--- src/eepc_pkg.sv ---
/*
  eepc_pkg: constants, types and timing for the parallel EEPROM page-write host controller.
  Assumes a 250 MHz system clock and an EEPROM whose pins the controller drives directly.
*/
// How it works
// one to sixty-four byte loads are programmed together in one internal cycle
// after the first write, each write pulse loads address and data into the buffer
// page comes from upper address bits at the last falling write edge
// low six address bits pick the byte; any order allowed
// host starts each next byte load before the byte-load window expires
// host ends a page by holding write strobe high one full window
// device erases then writes only the loaded locations of the page
// while busy, reading the last byte returns inverted data bit seven
// after the self-timed write, reads return true data on all lines
// while busy, data line six toggles on every read, then stops
// device refuses writes for five to ten ms after power is valid
// writes blocked while output gate low, chip select high or strobe high
// strobe or select low pulses shorter than 20 ns start no write
// with the lock enabled, a write needs the command prefix first
// lock is disabled as delivered, standard operating mode
// lock enable is three command writes using page-write timing
// lock holds after the three commands; data writes start within the window
// while locked, every later write is preceded by the three-write prefix
// enabled lock survives power cycling until a disable sequence arrives
// six-write sequence clears the lock; normal writes follow the sixth
// each strobe rise starts a 100 us load timer; expiry starts programming
// each internal erase-and-write cycle finishes within ten ms
// address taken on the later falling edge, data on the earlier rising
// device drives data only with strobe high and select and gate low
// command sequence addresses and data are design parameters
// writes during an internal cycle are ignored; polling still reports busy
package eepc_pkg;

  localparam int unsigned CLK_MHZ      = 250;
  localparam int unsigned ADDR_W       = 15;
  localparam int unsigned DATA_W       = 8;
  localparam int unsigned BYTE_BITS    = 6;
  localparam int unsigned POLL_BIT     = 7;
  localparam int unsigned TOGGLE_BIT   = 6;
  localparam int unsigned ON_LEN       = 3;
  localparam int unsigned OFF_LEN      = 6;

  // pin timing in printed units
  localparam int unsigned WP_NS        = 150;   // write_pulse_width minimum
  localparam int unsigned BLC_MIN_NS   = 150;   // byte_load_window minimum
  localparam int unsigned BLC_MAX_US   = 100;   // byte_load_window maximum
  localparam int unsigned ACC_NS       = 300;   // slowest read access
  localparam int unsigned HZ_NS        = 60;    // output float after gate release
  localparam int unsigned INIT_MS      = 10;    // power_on_write_lockout maximum
  localparam int unsigned WC_MS        = 10;    // internal write cycle maximum

  // least times round up to whole cycles
  function automatic int unsigned ns_up(input int unsigned ns);
    ns_up = (ns * CLK_MHZ + 999) / 1000;
  endfunction

  localparam int unsigned WP_CYC       = ns_up(WP_NS);
  localparam int unsigned BLC_MIN_CYC  = ns_up(BLC_MIN_NS);
  localparam int unsigned ACC_CYC      = ns_up(ACC_NS);
  localparam int unsigned HZ_CYC       = ns_up(HZ_NS);
  localparam int unsigned BLC_MAX_CYC  = BLC_MAX_US * CLK_MHZ;
  localparam int unsigned INIT_CYC     = INIT_MS * 1000 * CLK_MHZ;
  localparam int unsigned WC_CYC       = WC_MS * 1000 * CLK_MHZ;
  localparam int unsigned CNT_W        = 24;

  typedef enum logic [1:0] {
    EEPC_OP_READ,
    EEPC_OP_WRITE,
    EEPC_OP_LOCK_ON,
    EEPC_OP_LOCK_OFF
  } eepc_op_e;

  typedef struct packed {
    eepc_op_e              op;
    logic [ADDR_W-1:0]     addr;
    logic [DATA_W-1:0]     data;
    logic                  last;
  } eepc_req_s;

  typedef struct packed {
    logic [DATA_W-1:0]     data;
    logic                  err;
  } eepc_resp_s;

endpackage

--- src/eepc_ctrl.sv ---
/*
  eepc_ctrl: host-side controller that drives a 32K x 8 parallel EEPROM through its pins.
  Takes read, byte/page write and lock on/off orders at a valid/ready port; assumes pin
  inputs are synchronous to clk and the EEPROM's own timing is as the constants state.
*/
`timescale 1ns/10ps
module eepc_ctrl #(
  parameter int unsigned BLC_MAX_CYC = eepc_pkg::BLC_MAX_CYC,
  parameter int unsigned INIT_CYC    = eepc_pkg::INIT_CYC,
  parameter int unsigned WC_CYC      = eepc_pkg::WC_CYC,
  // command sequences, arbitrary neutral defaults
  parameter logic [eepc_pkg::ON_LEN*eepc_pkg::ADDR_W-1:0]  ON_ADDRS  = 45'h0001_0002_0003,
  parameter logic [eepc_pkg::ON_LEN*eepc_pkg::DATA_W-1:0]  ON_DATA   = 24'h11_22_33,
  parameter logic [eepc_pkg::OFF_LEN*eepc_pkg::ADDR_W-1:0] OFF_ADDRS = 90'h1_0002_0003_0004_0005_0006,
  parameter logic [eepc_pkg::OFF_LEN*eepc_pkg::DATA_W-1:0] OFF_DATA  = 48'h44_55_66_77_88_99
) (
  // clock and reset
  input  wire logic                          clk,
  input  wire logic                          reset_n,
  // lock state last left in the device, sampled once after reset
  input  wire logic                          lock_strap,
  // user orders
  input  wire logic                          req_valid,
  output logic                               req_ready,
  input  wire eepc_pkg::eepc_req_s           req,
  output logic                               resp_valid,
  output eepc_pkg::eepc_resp_s               resp,
  output logic                               busy,
  output logic                               locked,
  // eeprom pins
  output logic [eepc_pkg::ADDR_W-1:0]        mem_addr,
  output logic                               mem_ce_n,
  output logic                               mem_oe_n,
  output logic                               mem_we_n,
  output logic [eepc_pkg::DATA_W-1:0]        mem_dq_o,
  output logic                               mem_dq_oe_n,
  input  wire logic [eepc_pkg::DATA_W-1:0]   mem_dq_i
);

  typedef enum {
    ST_INIT, ST_IDLE, ST_WSET, ST_WLOW, ST_WHIGH, ST_NEXT,
    ST_HOLD, ST_RLOW, ST_RGAP, ST_DONE
  } eepc_st_e;

  localparam logic [eepc_pkg::CNT_W-1:0] WP_N   = eepc_pkg::CNT_W'(eepc_pkg::WP_CYC);
  localparam logic [eepc_pkg::CNT_W-1:0] GAP_N  = eepc_pkg::CNT_W'(eepc_pkg::BLC_MIN_CYC);
  localparam logic [eepc_pkg::CNT_W-1:0] ACC_N  = eepc_pkg::CNT_W'(eepc_pkg::ACC_CYC);
  localparam logic [eepc_pkg::CNT_W-1:0] HZ_N   = eepc_pkg::CNT_W'(eepc_pkg::HZ_CYC);
  localparam logic [eepc_pkg::CNT_W-1:0] HOLD_N = eepc_pkg::CNT_W'(BLC_MAX_CYC);
  localparam logic [eepc_pkg::CNT_W-1:0] WAIT_N = eepc_pkg::CNT_W'(BLC_MAX_CYC / 2);
  localparam logic [eepc_pkg::CNT_W-1:0] INIT_N = eepc_pkg::CNT_W'(INIT_CYC);
  localparam logic [eepc_pkg::CNT_W-1:0] WC_N   = eepc_pkg::CNT_W'(WC_CYC);

  function automatic logic [eepc_pkg::ADDR_W-1:0] cmd_addr(input logic off, input logic [2:0] i);
    cmd_addr = off ? OFF_ADDRS[(eepc_pkg::OFF_LEN-1-i)*eepc_pkg::ADDR_W +: eepc_pkg::ADDR_W]
                   : ON_ADDRS[(eepc_pkg::ON_LEN-1-i)*eepc_pkg::ADDR_W +: eepc_pkg::ADDR_W];
  endfunction

  function automatic logic [eepc_pkg::DATA_W-1:0] cmd_data(input logic off, input logic [2:0] i);
    cmd_data = off ? OFF_DATA[(eepc_pkg::OFF_LEN-1-i)*eepc_pkg::DATA_W +: eepc_pkg::DATA_W]
                   : ON_DATA[(eepc_pkg::ON_LEN-1-i)*eepc_pkg::DATA_W +: eepc_pkg::DATA_W];
  endfunction

  function automatic logic same_page(input logic [eepc_pkg::ADDR_W-1:0] a,
                                     input logic [eepc_pkg::ADDR_W-1:0] b);
    same_page = a[eepc_pkg::ADDR_W-1:eepc_pkg::BYTE_BITS] == b[eepc_pkg::ADDR_W-1:eepc_pkg::BYTE_BITS];
  endfunction

  eepc_st_e                        state_q, state_d;
  logic [eepc_pkg::CNT_W-1:0]      cnt_q;
  logic [eepc_pkg::CNT_W-1:0]      wc_q;
  logic [2:0]                      idx_q;
  logic                            pfx_q;     // command prefix still running
  logic                            pend_q;    // accepted byte waits for a new page
  logic                            strap_done_q;
  logic                            tog_q;
  logic                            first_rd_q;
  eepc_pkg::eepc_req_s             cur_q;
  logic [eepc_pkg::ADDR_W-1:0]     last_addr_q;
  logic [eepc_pkg::DATA_W-1:0]     last_data_q;

  wire logic take    = req_valid && req_ready;
  wire logic cnt_end = cnt_q == '0;
  wire logic is_off  = cur_q.op == eepc_pkg::EEPC_OP_LOCK_OFF;
  wire logic [2:0] pfx_len = is_off ? 3'(eepc_pkg::OFF_LEN) : 3'(eepc_pkg::ON_LEN);
  // decided for the pulse being set up, so the very first pulse already carries the prefix
  wire logic need_pfx = (state_q == ST_IDLE) ? (req.op != eepc_pkg::EEPC_OP_WRITE || locked) :
                        (state_q == ST_DONE) ? locked :
                        (state_q == ST_WHIGH && pfx_q && idx_q != pfx_len - 1'b1);
  wire logic off_nxt  = (state_q == ST_IDLE) ? req.op == eepc_pkg::EEPC_OP_LOCK_OFF : is_off;
  wire logic [2:0] idx_nxt = (state_q == ST_WHIGH) ? idx_q + 3'd1 : 3'd0;
  wire logic poll_ok  = mem_dq_i[eepc_pkg::POLL_BIT] == last_data_q[eepc_pkg::POLL_BIT];
  wire logic tog_ok   = !first_rd_q && (mem_dq_i[eepc_pkg::TOGGLE_BIT] == tog_q);

  always_comb begin
    state_d = state_q;
    case (state_q)
      ST_INIT:  if (cnt_end) state_d = ST_IDLE;
      ST_IDLE:  if (take) state_d = (req.op == eepc_pkg::EEPC_OP_READ) ? ST_RLOW : ST_WSET;
      ST_WSET:  state_d = ST_WLOW;
      ST_WLOW:  if (cnt_end) state_d = ST_WHIGH;
      ST_WHIGH: begin
        if (cnt_end) begin
          if (pfx_q && (idx_q != pfx_len - 1'b1 || cur_q.op == eepc_pkg::EEPC_OP_WRITE)) begin
            state_d = ST_WSET;
          end else if (cur_q.op != eepc_pkg::EEPC_OP_WRITE || cur_q.last) begin
            state_d = ST_HOLD;
          end else begin
            state_d = ST_NEXT;
          end
        end
      end
      ST_NEXT: begin
        if (take && req.op == eepc_pkg::EEPC_OP_WRITE && same_page(req.addr, cur_q.addr)) begin
          state_d = ST_WSET;
        end else if (take || cnt_end) begin
          state_d = ST_HOLD;
        end
      end
      ST_HOLD:  if (cnt_end) state_d = (cur_q.op == eepc_pkg::EEPC_OP_WRITE) ? ST_RLOW : ST_DONE;
      ST_RLOW:  begin
        if (cnt_end) begin
          if (cur_q.op == eepc_pkg::EEPC_OP_READ) state_d = ST_DONE;
          else if ((poll_ok && tog_ok) || wc_q == '0) state_d = ST_DONE;
          else state_d = ST_RGAP;
        end
      end
      ST_RGAP:  if (cnt_end) state_d = ST_RLOW;
      ST_DONE:  state_d = pend_q ? ST_WSET : ST_IDLE;
      default:  state_d = ST_IDLE;
    endcase
  end

  always_ff @(posedge clk or negedge reset_n) begin
    if (!reset_n) begin
      state_q <= ST_INIT;
    end else begin
      state_q <= state_d;
    end
  end

  // one down-counter serves every phase; loaded on entry to the next phase
  always_ff @(posedge clk or negedge reset_n) begin
    if (!reset_n) begin
      cnt_q <= INIT_N;
    end else if (state_d != state_q || (state_q == ST_WHIGH && cnt_end)) begin
      case (state_d)
        ST_WLOW:  cnt_q <= WP_N - 1'b1;
        ST_WHIGH: cnt_q <= GAP_N - 1'b1;
        ST_NEXT:  cnt_q <= WAIT_N;
        ST_HOLD:  cnt_q <= HOLD_N;
        ST_RLOW:  cnt_q <= ACC_N;
        ST_RGAP:  cnt_q <= HZ_N;
        default:  cnt_q <= '0;
      endcase
    end else if (!cnt_end) begin
      cnt_q <= cnt_q - 1'b1;
    end
  end

  // bound on the whole internal program cycle while polling
  always_ff @(posedge clk or negedge reset_n) begin
    if (!reset_n) begin
      wc_q <= '0;
    end else if (state_q == ST_HOLD) begin
      wc_q <= WC_N;
    end else if (wc_q != '0) begin
      wc_q <= wc_q - 1'b1;
    end
  end

  // order capture and command prefix sequencing
  always_ff @(posedge clk or negedge reset_n) begin
    if (!reset_n) begin
      cur_q  <= '0;
      pend_q <= 1'b0;
      pfx_q  <= 1'b0;
      idx_q  <= '0;
    end else begin
      if (take) begin
        cur_q <= req;
      end
      if (state_q == ST_NEXT && state_d == ST_HOLD && take) begin
        pend_q <= 1'b1;
      end else if (state_q == ST_DONE) begin
        pend_q <= 1'b0;
      end
      if ((state_q == ST_IDLE && take) || (state_q == ST_DONE && pend_q)) begin
        pfx_q <= need_pfx;
        idx_q <= '0;
      end else if (state_q == ST_WHIGH && cnt_end && pfx_q) begin
        idx_q <= idx_nxt;
        pfx_q <= need_pfx;
      end
    end
  end

  // controller's view of the device lock; the device keeps it across power
  always_ff @(posedge clk or negedge reset_n) begin
    if (!reset_n) begin
      locked       <= 1'b0;
      strap_done_q <= 1'b0;
    end else if (!strap_done_q) begin
      locked       <= lock_strap;
      strap_done_q <= 1'b1;
    end else if (state_q == ST_WHIGH && cnt_end && pfx_q && idx_q == pfx_len - 1'b1) begin
      if (cur_q.op == eepc_pkg::EEPC_OP_LOCK_ON) locked <= 1'b1;
      if (cur_q.op == eepc_pkg::EEPC_OP_LOCK_OFF) locked <= 1'b0;
    end
  end

  // pins: write with ce and we low, oe high; read with we high, ce and oe low
  always_ff @(posedge clk or negedge reset_n) begin
    if (!reset_n) begin
      mem_addr    <= '0;
      mem_dq_o    <= '0;
      mem_dq_oe_n <= 1'b1;
      mem_ce_n    <= 1'b1;
      mem_oe_n    <= 1'b1;
      mem_we_n    <= 1'b1;
      last_addr_q <= '0;
      last_data_q <= '0;
    end else begin
      mem_we_n <= !(state_d == ST_WLOW);
      mem_ce_n <= !(state_d == ST_WLOW || state_d == ST_RLOW);
      mem_oe_n <= !(state_d == ST_RLOW);
      if (state_d == ST_WSET) begin
        mem_dq_oe_n <= 1'b0;
        if (need_pfx) begin
          mem_addr <= cmd_addr(off_nxt, idx_nxt);
          mem_dq_o <= cmd_data(off_nxt, idx_nxt);
        end else begin
          mem_addr    <= take ? req.addr : cur_q.addr;
          mem_dq_o    <= take ? req.data : cur_q.data;
          last_addr_q <= take ? req.addr : cur_q.addr;
          last_data_q <= take ? req.data : cur_q.data;
        end
      end else if (state_d == ST_RLOW) begin
        mem_dq_oe_n <= 1'b1;
        mem_addr    <= (state_q == ST_IDLE) ? req.addr :
                       (cur_q.op == eepc_pkg::EEPC_OP_READ) ? cur_q.addr : last_addr_q;
      end else if (state_d == ST_HOLD || state_d == ST_IDLE) begin
        mem_dq_oe_n <= 1'b1;
      end
    end
  end

  // status reads: toggle bit must repeat once, polled bit must be true
  always_ff @(posedge clk or negedge reset_n) begin
    if (!reset_n) begin
      tog_q      <= 1'b0;
      first_rd_q <= 1'b1;
    end else if (state_q == ST_HOLD) begin
      first_rd_q <= 1'b1;
    end else if (state_q == ST_RLOW && cnt_end) begin
      tog_q      <= mem_dq_i[eepc_pkg::TOGGLE_BIT];
      first_rd_q <= 1'b0;
    end
  end

  // user side; no order is taken while a program cycle runs
  always_ff @(posedge clk or negedge reset_n) begin
    if (!reset_n) begin
      req_ready  <= 1'b0;
      resp_valid <= 1'b0;
      resp       <= '0;
      busy       <= 1'b1;
    end else begin
      req_ready  <= (state_d == ST_IDLE || state_d == ST_NEXT) && !take;
      busy       <= state_d != ST_IDLE;
      resp_valid <= state_q == ST_DONE && !pend_q;
      if (state_q == ST_RLOW && cnt_end) begin
        resp.data <= mem_dq_i;
        resp.err  <= cur_q.op != eepc_pkg::EEPC_OP_READ && !(poll_ok && tog_ok) && wc_q == '0;
      end else if (state_q == ST_HOLD && cur_q.op != eepc_pkg::EEPC_OP_WRITE) begin
        resp <= '0;
      end
    end
  end

endmodule // eepc_ctrl

--- config.mk ---
export PLATFORM = sky130hd
export DESIGN_NAME = eepc_ctrl
export DESIGN_NICKNAME = d
export VERILOG_FILES = /design/src/eepc_pkg.sv /design/src/eepc_ctrl.sv
export SDC_FILE = /design/constraint.sdc
export NUM_CORES = 1
export LEC_CHECK = 0
export BUFFER_PORTS_ARGS = -buffer_cell sky130_fd_sc_hd__buf_2
export CAP_MARGIN = 0
export CORE_MARGIN = 2
export CORE_UTILIZATION = 55
export CTS_BUF_LIST = sky130_fd_sc_hd__clkbuf_2 sky130_fd_sc_hd__clkbuf_4 sky130_fd_sc_hd__clkbuf_8
export DETAILED_ROUTE_END_ITERATION = 16
export PLACE_DENSITY_LB_ADDON = 0.25
export SLEW_MARGIN = 0
export SYNTH_ARGS = -nofsm -noshare
export SYNTH_HDL_FRONTEND = slang
export SYNTH_SLANG_ARGS = --single-unit
export TNS_END_PERCENT = 10
--- constraint.sdc ---
create_clock -name clk -period 5.4 [get_ports clk]
set_input_delay 0.27 -clock clk [delete_from_list [all_inputs] [get_ports clk]]
set_output_delay 0.27 -clock clk [all_outputs]
set_load 0.01 [all_outputs]
# Yosys cells after proc, flatten, opt, wreduce, memory -nomap -nowiden
# Cells that the tools add are included.
[word_totals] wordCells=195 out_inout_bits=40 reg_bits=177 in_bits=38
[classes] n_eq_ne=44 mux=54 mul=2 addsub=6 n_shift=4 n_reduce_logical=56 bitwise_logic=2
[op_table] operator="equality test 32 x 3 -> 1 bit (second input constant)" count=10
[op_table] operator="equality test 32 x 4 -> 1 bit (second input constant)" count=10
[op_table] operator="case mux 32 bit (10 select lines)" count=1
[op_table] operator="two-way mux 32 bit" count=9
[op_table] operator="equality test 32 x 2 -> 1 bit (second input constant)" count=5
[op_table] operator="two-way mux 15 bit" count=7
[op_table] operator="two-way mux 24 bit" count=4
[op_table] operator="indexed part select 90 x 33 -> 15 bit (first input constant)" count=1
[op_table] operator="case mux 15 bit (5 select lines)" count=1
[op_table] operator="multiplier 32 x 4 -> 32 bit (second input constant)" count=2
[op_table] operator="zero test 24 bit" count=2
[op_table] operator="indexed part select 48 x 33 -> 8 bit (first input constant)" count=1
[op_table] operator="subtractor 24 x 1 -> 24 bit (second input constant)" count=2
[op_table] operator="indexed part select 45 x 33 -> 15 bit (first input constant)" count=1
[op_table] operator="indexed part select 24 x 33 -> 8 bit (first input constant)" count=1
[op_table] operator="equality test 32 x 1 -> 1 bit (second input constant)" count=1
[op_table] operator="equality test 32 x 5 -> 1 bit (second input constant)" count=1
[op_table] operator="zero test 32 bit" count=1
[op_table] operator="inequality test 32 x 2 -> 1 bit (second input constant)" count=1
[op_table] operator="inequality test 32 bit" count=1
[op_table] operator="two-way mux 8 bit" count=3
[op_table] operator="nonzero test 24 bit" count=1
[op_table] operator="logical AND 1 bit" count=21
[op_table] operator="two-way mux 1 bit" count=18
[op_table] operator="24 further kinds" count=63

# Longest topological paths before layout
[depth] ltp_word=14 ltp_mapped=22 ltp_nobuf=20

# Worst setup path before layout
# Ideal clock, no wire load.
[synth_timing] path_kind="flip-flop to flip-flop" startpoint="register state_q[0]" endpoint="register mem_addr[4] (netlist bit)" path_slack_ps=-55 period_less_slack_ps=5455 required_time_ps=5321 stages_incl_launch_ff=22 setup_ps=79 t_arrival_ps=5376 cell_sequence="dfrtp_1 clkbuf_1 or3_1 nor3_1 clkbuf_1 nand2_1 ha_1 clkbuf_1 inv_1 ha_1 inv_1 fa_1 inv_1 ha_1 a211o_1 a21o_1 and2_1 clkbuf_1 a2111oi_0 a41oi_1 a31o_2 mux2i_1"
[synth_via] elab_chain_cells=8
[synth_rtl] element="start: declaration" line="eepc_ctrl.sv:69" source="eepc_st_e state_q, state_d;"
[synth_rtl] element="start signal: assignment" line="eepc_ctrl.sv:138" source="state_q <= state_d;"
[synth_rtl] element="equality test 32 x 4 -> 1 bit" line="eepc_ctrl.sv:89, eepc_ctrl.sv:91"
[synth_rtl] element="two-way mux 3 bit" line="eepc_ctrl.sv:91" source="wire logic [2:0] idx_nxt = (state_q == ST_WHIGH) ? idx_q + 3'd1 : 3'd0;"
[synth_rtl] element="subtractor 3 x 3 -> 4 bit / subtractor 2 x 3 -> 4 bit (equally long branches)" line="eepc_ctrl.sv:55, eepc_ctrl.sv:56"
[synth_rtl] element="multiplier 32 x 4 -> 32 bit (on tied branches)" line="eepc_ctrl.sv:55, eepc_ctrl.sv:56"
[synth_rtl] element="indexed part select 90 x 33 -> 15 bit / indexed part select 45 x 33 -> 15 bit (equally long branches)" line="eepc_ctrl.sv:55, eepc_ctrl.sv:56"
[synth_rtl] element="two-way mux 15 bit" line="eepc_ctrl.sv:55" source="cmd_addr = off ? OFF_ADDRS[(eepc_pkg::OFF_LEN-1-i)*eepc_pkg::ADDR_W +: eepc_pkg::ADDR_W]"
[synth_rtl] element="two-way mux 15 bit" line="eepc_ctrl.sv:229" source="if (need_pfx) begin"
[synth_rtl] element="two-way mux 15 bit" line="eepc_ctrl.sv:227" source="if (state_d == ST_WSET) begin"
[synth_rtl] element="end signal: assignment" line="eepc_ctrl.sv:230" source="mem_addr <= cmd_addr(off_nxt, idx_nxt);"
[synth_rtl] element="end signal: assignment" line="eepc_ctrl.sv:233" source="mem_addr <= take ? req.addr : cur_q.addr;"
[synth_rtl] element="end signal: assignment" line="eepc_ctrl.sv:240" source="mem_addr <= (state_q == ST_IDLE) ? req.addr :"
[synth_rtl] element="end: declaration" line="eepc_ctrl.sv:31" source="output logic [eepc_pkg::ADDR_W-1:0] mem_addr,"
# Several ways; a longest one is shown, not always the timed one. The select of a mux whose other input is x is not followed.
# A chain may end at the register's enable or synchronous reset.

# Final worst setup path
[layout_timing] startpoint="register state_q[7]" endpoint="register mem_addr[12] (netlist bit)"
# Same word-level chain as after synthesis.

==> reports/metrics.yaml <==
outcome:
  status: "finished, final reports clean"
layout:
  final_nets: 1337
  final_common_cell: "dfrtp_1"
  nFillCells: 1557
  layout_common_cells: "156 x dfrtp_1, 109 x nor2_1, 101 x nand2_1"
  diodes: 0
  drive_gt1_share_pct: 20.2
  fin_area_um2: 12100
  multi_input_area_um2: 6180
  sequential_cell_area_um2: 4270
  area_delta_synth_final_pct: 14.5
  utilization_pct: 64.5
worst_hold_path:
  hold_depth: 2
  min_from: "lock_strap"
  hp-class: "input pin to flop"
timing:
  finalCritPeriodShare_pct: 97.2
  slew_headroom_pct: 21.1
  fmax_ghz: 0.190
  tightest_slew_ns: 1.17
  hold_viol: 0
  setup_viol: 0
  drv_slew: 0
  period_minus_slack_ns: 5.25
  setup_tns_ns: 0
  setup_ws_ns: 0.150
  skew_ns: 0.0224
floorplan:
  initial_core_util_pct: 56.3
  fp.dieH_um: 143
  die_w_um: 143
  io_pins: 78
  dieArea_um2: 20300
  design.core.area_um2: 18800
  rows: 50
global_routing:
  grt_max_degree: 111
  grt-busiest-layer: "met2"
  use_met3_pct: 5.70
  overflow: 0
  grt_first_pass_wirelength_um: 48000
  grt_pass1_vias: 9219
  use_met1_pct: 40.1
  grt_antenna_before_repair: 1
  gr-usage-all-layers_pct: 30.0
  grt_util_met2_pct: 48.4
critical_path:
  worstPathArrival_ns: 5.63
  rrSetupSlack_ns: 0.15
  crit_path_start_kind: "flop"
  worstRegToRegCells: 21
  cp_max_fo: 11
  r2r-end: "mem_addr[12]"
  required_ns: 5.78
  setup.worst_path.end: "mem_addr[12]"
  critPathKind: "flop to flop"
  end_kind: "flop"
  critPathLaunch: "state_q[7]"
  reg2reg_from: "state_q[7]"
cts:
  cts_sinks: 170
  h-tree-depth: 4
  clkSlewWorstSetupHoldPaths_ns: 0.09
  cts_root_buf: "clkbuf_8"
  clk_latency_ns: 0.48
  clockBufferDepth: 2
  tritoncts: "yes"
  cts_inserted_buffers: 17
logic_synthesis:
  synth.avg_cell_area_um2: 9.13
  yosysSeqAreaShare_pct: 40.4
  syn_area_um2: 10600
  ys_types: 83
  async_flop_share_pct: 100
  syn_inst: 1158
  synth_ff_type: "dfrtp_1"
  synth_edf_count: 0
  ys_ff_latch: 170
  yosysWarnings: 0
pwr:
  vdd_drop_max_v: 0.000154
  leakagePower_uw: 0.00537
  powerDensity_nw_per_um2: 213
  design_power_total_uw: 2580
drt:
  wl_per_cell_um: 19.8
  vias: 9647
  drc: 0
  antenna_left: 0
  drt-vias-per-instance: 6.35
  drt_iter0_markers: 1157
  first_pass_iters: 8
  wl_um: 30100
placed_design:
  placed_cell_area_um2: 11400
  port_buffers: 77
  place_ws_ns: -0.00520
  dp_hpwl_um: 21300
  gp_congestion: 1.03
flow_run:
  drv_cap: 0
[final cells by class]
cell class / instances / area share, %
clock buffer: 18 / 2.00
clock inverter: 14 / 1.70
inverter: 38 / 1.18
multi-input combinational: 920 / 51.0
sequential: 170 / 35.3
tap: 234 / 2.42
timing repair buffer: 125 / 6.38
[through the flow]
| stage | instances | hold WS (ns) |
|---|---|---|
| CTS | 1518 | 0.0119 |
| detailed placement | 1478 | 0.454 |
| finish | 1519 | 0.0284 |
| global route | 1519 | 0.0132 |
| global placement | 1478 | 0.446 |
| floorplan | 1185 | -0.0256 |
[critical path, stage by stage, from the launching register on]
cell	delay, ns
dfrtp_1	0.41
nor4_4	0.32
nand4_1	0.12
buf_4	0.18
nor3_2	0.18
buf_4	0.22
nand2b_1	0.16
ha_1	0.37
inv_1	0.07
ha_1	0.30
inv_1	0.05
fa_1	0.53
inv_1	0.05
ha_1	0.26
a211o_1	0.32
a21o_1	0.26
a21oi_2	0.27
nand2_1	0.15
or4_1	0.51
o2111ai_1	0.16
o22ai_1	0.13
mux2i_1	0.14
[power by group]
part	switching, uW	internal (uW)
logic	135	96.8
registers	30.3	1310
clock network	554	445
total	719	1860
[per-layer routing]
metal | vias up | routed length, um | share of wire, %
li1 | 4476 | - | -
met1 | 4625 | 12700 | 42
met2 | 452 | 14400 | 48
met3 | 92 | 2140 | 7.1
met4 | 2 | 866 | 2.9
met5 | - | 12 | 0.040
[logic make-up (layout without fill, tap and decap cells)]
group                    count (synthesis)  in the layout  synth area share, %
adder cells (fa/ha/maj)                 27             27                 3.48
flip-flops                             170            170                 40.4
AND/OR/NAND/NOR                        465            465                 22.7
other                                    2             29               0.0710
XOR/XNOR                                57             57                 4.72
buffers and inverters                   95            195                 3.57
AO/OA/AOI/OAI                          257            257                 16.1
multiplexers                            85             85                 8.95
[cell usage after synthesis (11+ instances only)]
cell      count  area share [%]
xor2_1       21             1.7
nand2_1     102             3.6
nand3_1      40             1.9
clkbuf_1     47             1.7
mux2i_1      39             3.7
a31oi_1      17             1.0
ha_1         23             2.7
mux2_2       36             3.8
o21ai_0      46             2.2
dfrtp_1     156              37
or2_2        11            0.65
nand2b_1     12            0.71
a21oi_1      78             3.7
nor2_1      111             3.9
nor3_1       34             1.6
xnor2_1      36             3.0
nand4_1      16            0.95
inv_1        36             1.3
and3_1       15            0.89
or3_1        24             1.4
dfstp_2      14             3.5
nor4_1       39             2.3
[state kept, by name, summed over array words and instances, names as in the netlist, 3 cells and up]
| signal | count |
|---|---|
| state_q | 32 |
| resp | 9 |
| cur_q | 26 |
| mem_dq_o | 8 |
| last_addr_q | 15 |
| cnt_q | 24 |
| wc_q | 24 |
| idx_q | 3 |
| mem_addr | 15 |
[worst min-delay path by stage]
stage | end | slack (ns)
finish | locked | 0.03
global route | locked | 0.01
CTS | locked | 0.01
detailed placement | resp[3] | 0.45
global placement | resp[1] | 0.45
floorplan | cnt_q[0] | -0.03
[what timing repair did]
action / CTS / global route
endpoints found under the hold margin: 95 / 0
endpoints found under the setup margin: 1 / 15
hold buffers: 8 / 0
pin swaps: 1 / 1
resized for setup: 2 / 28
setup buffers: 0 / 1
Note: power is estimated with default switching activity, not from simulation.
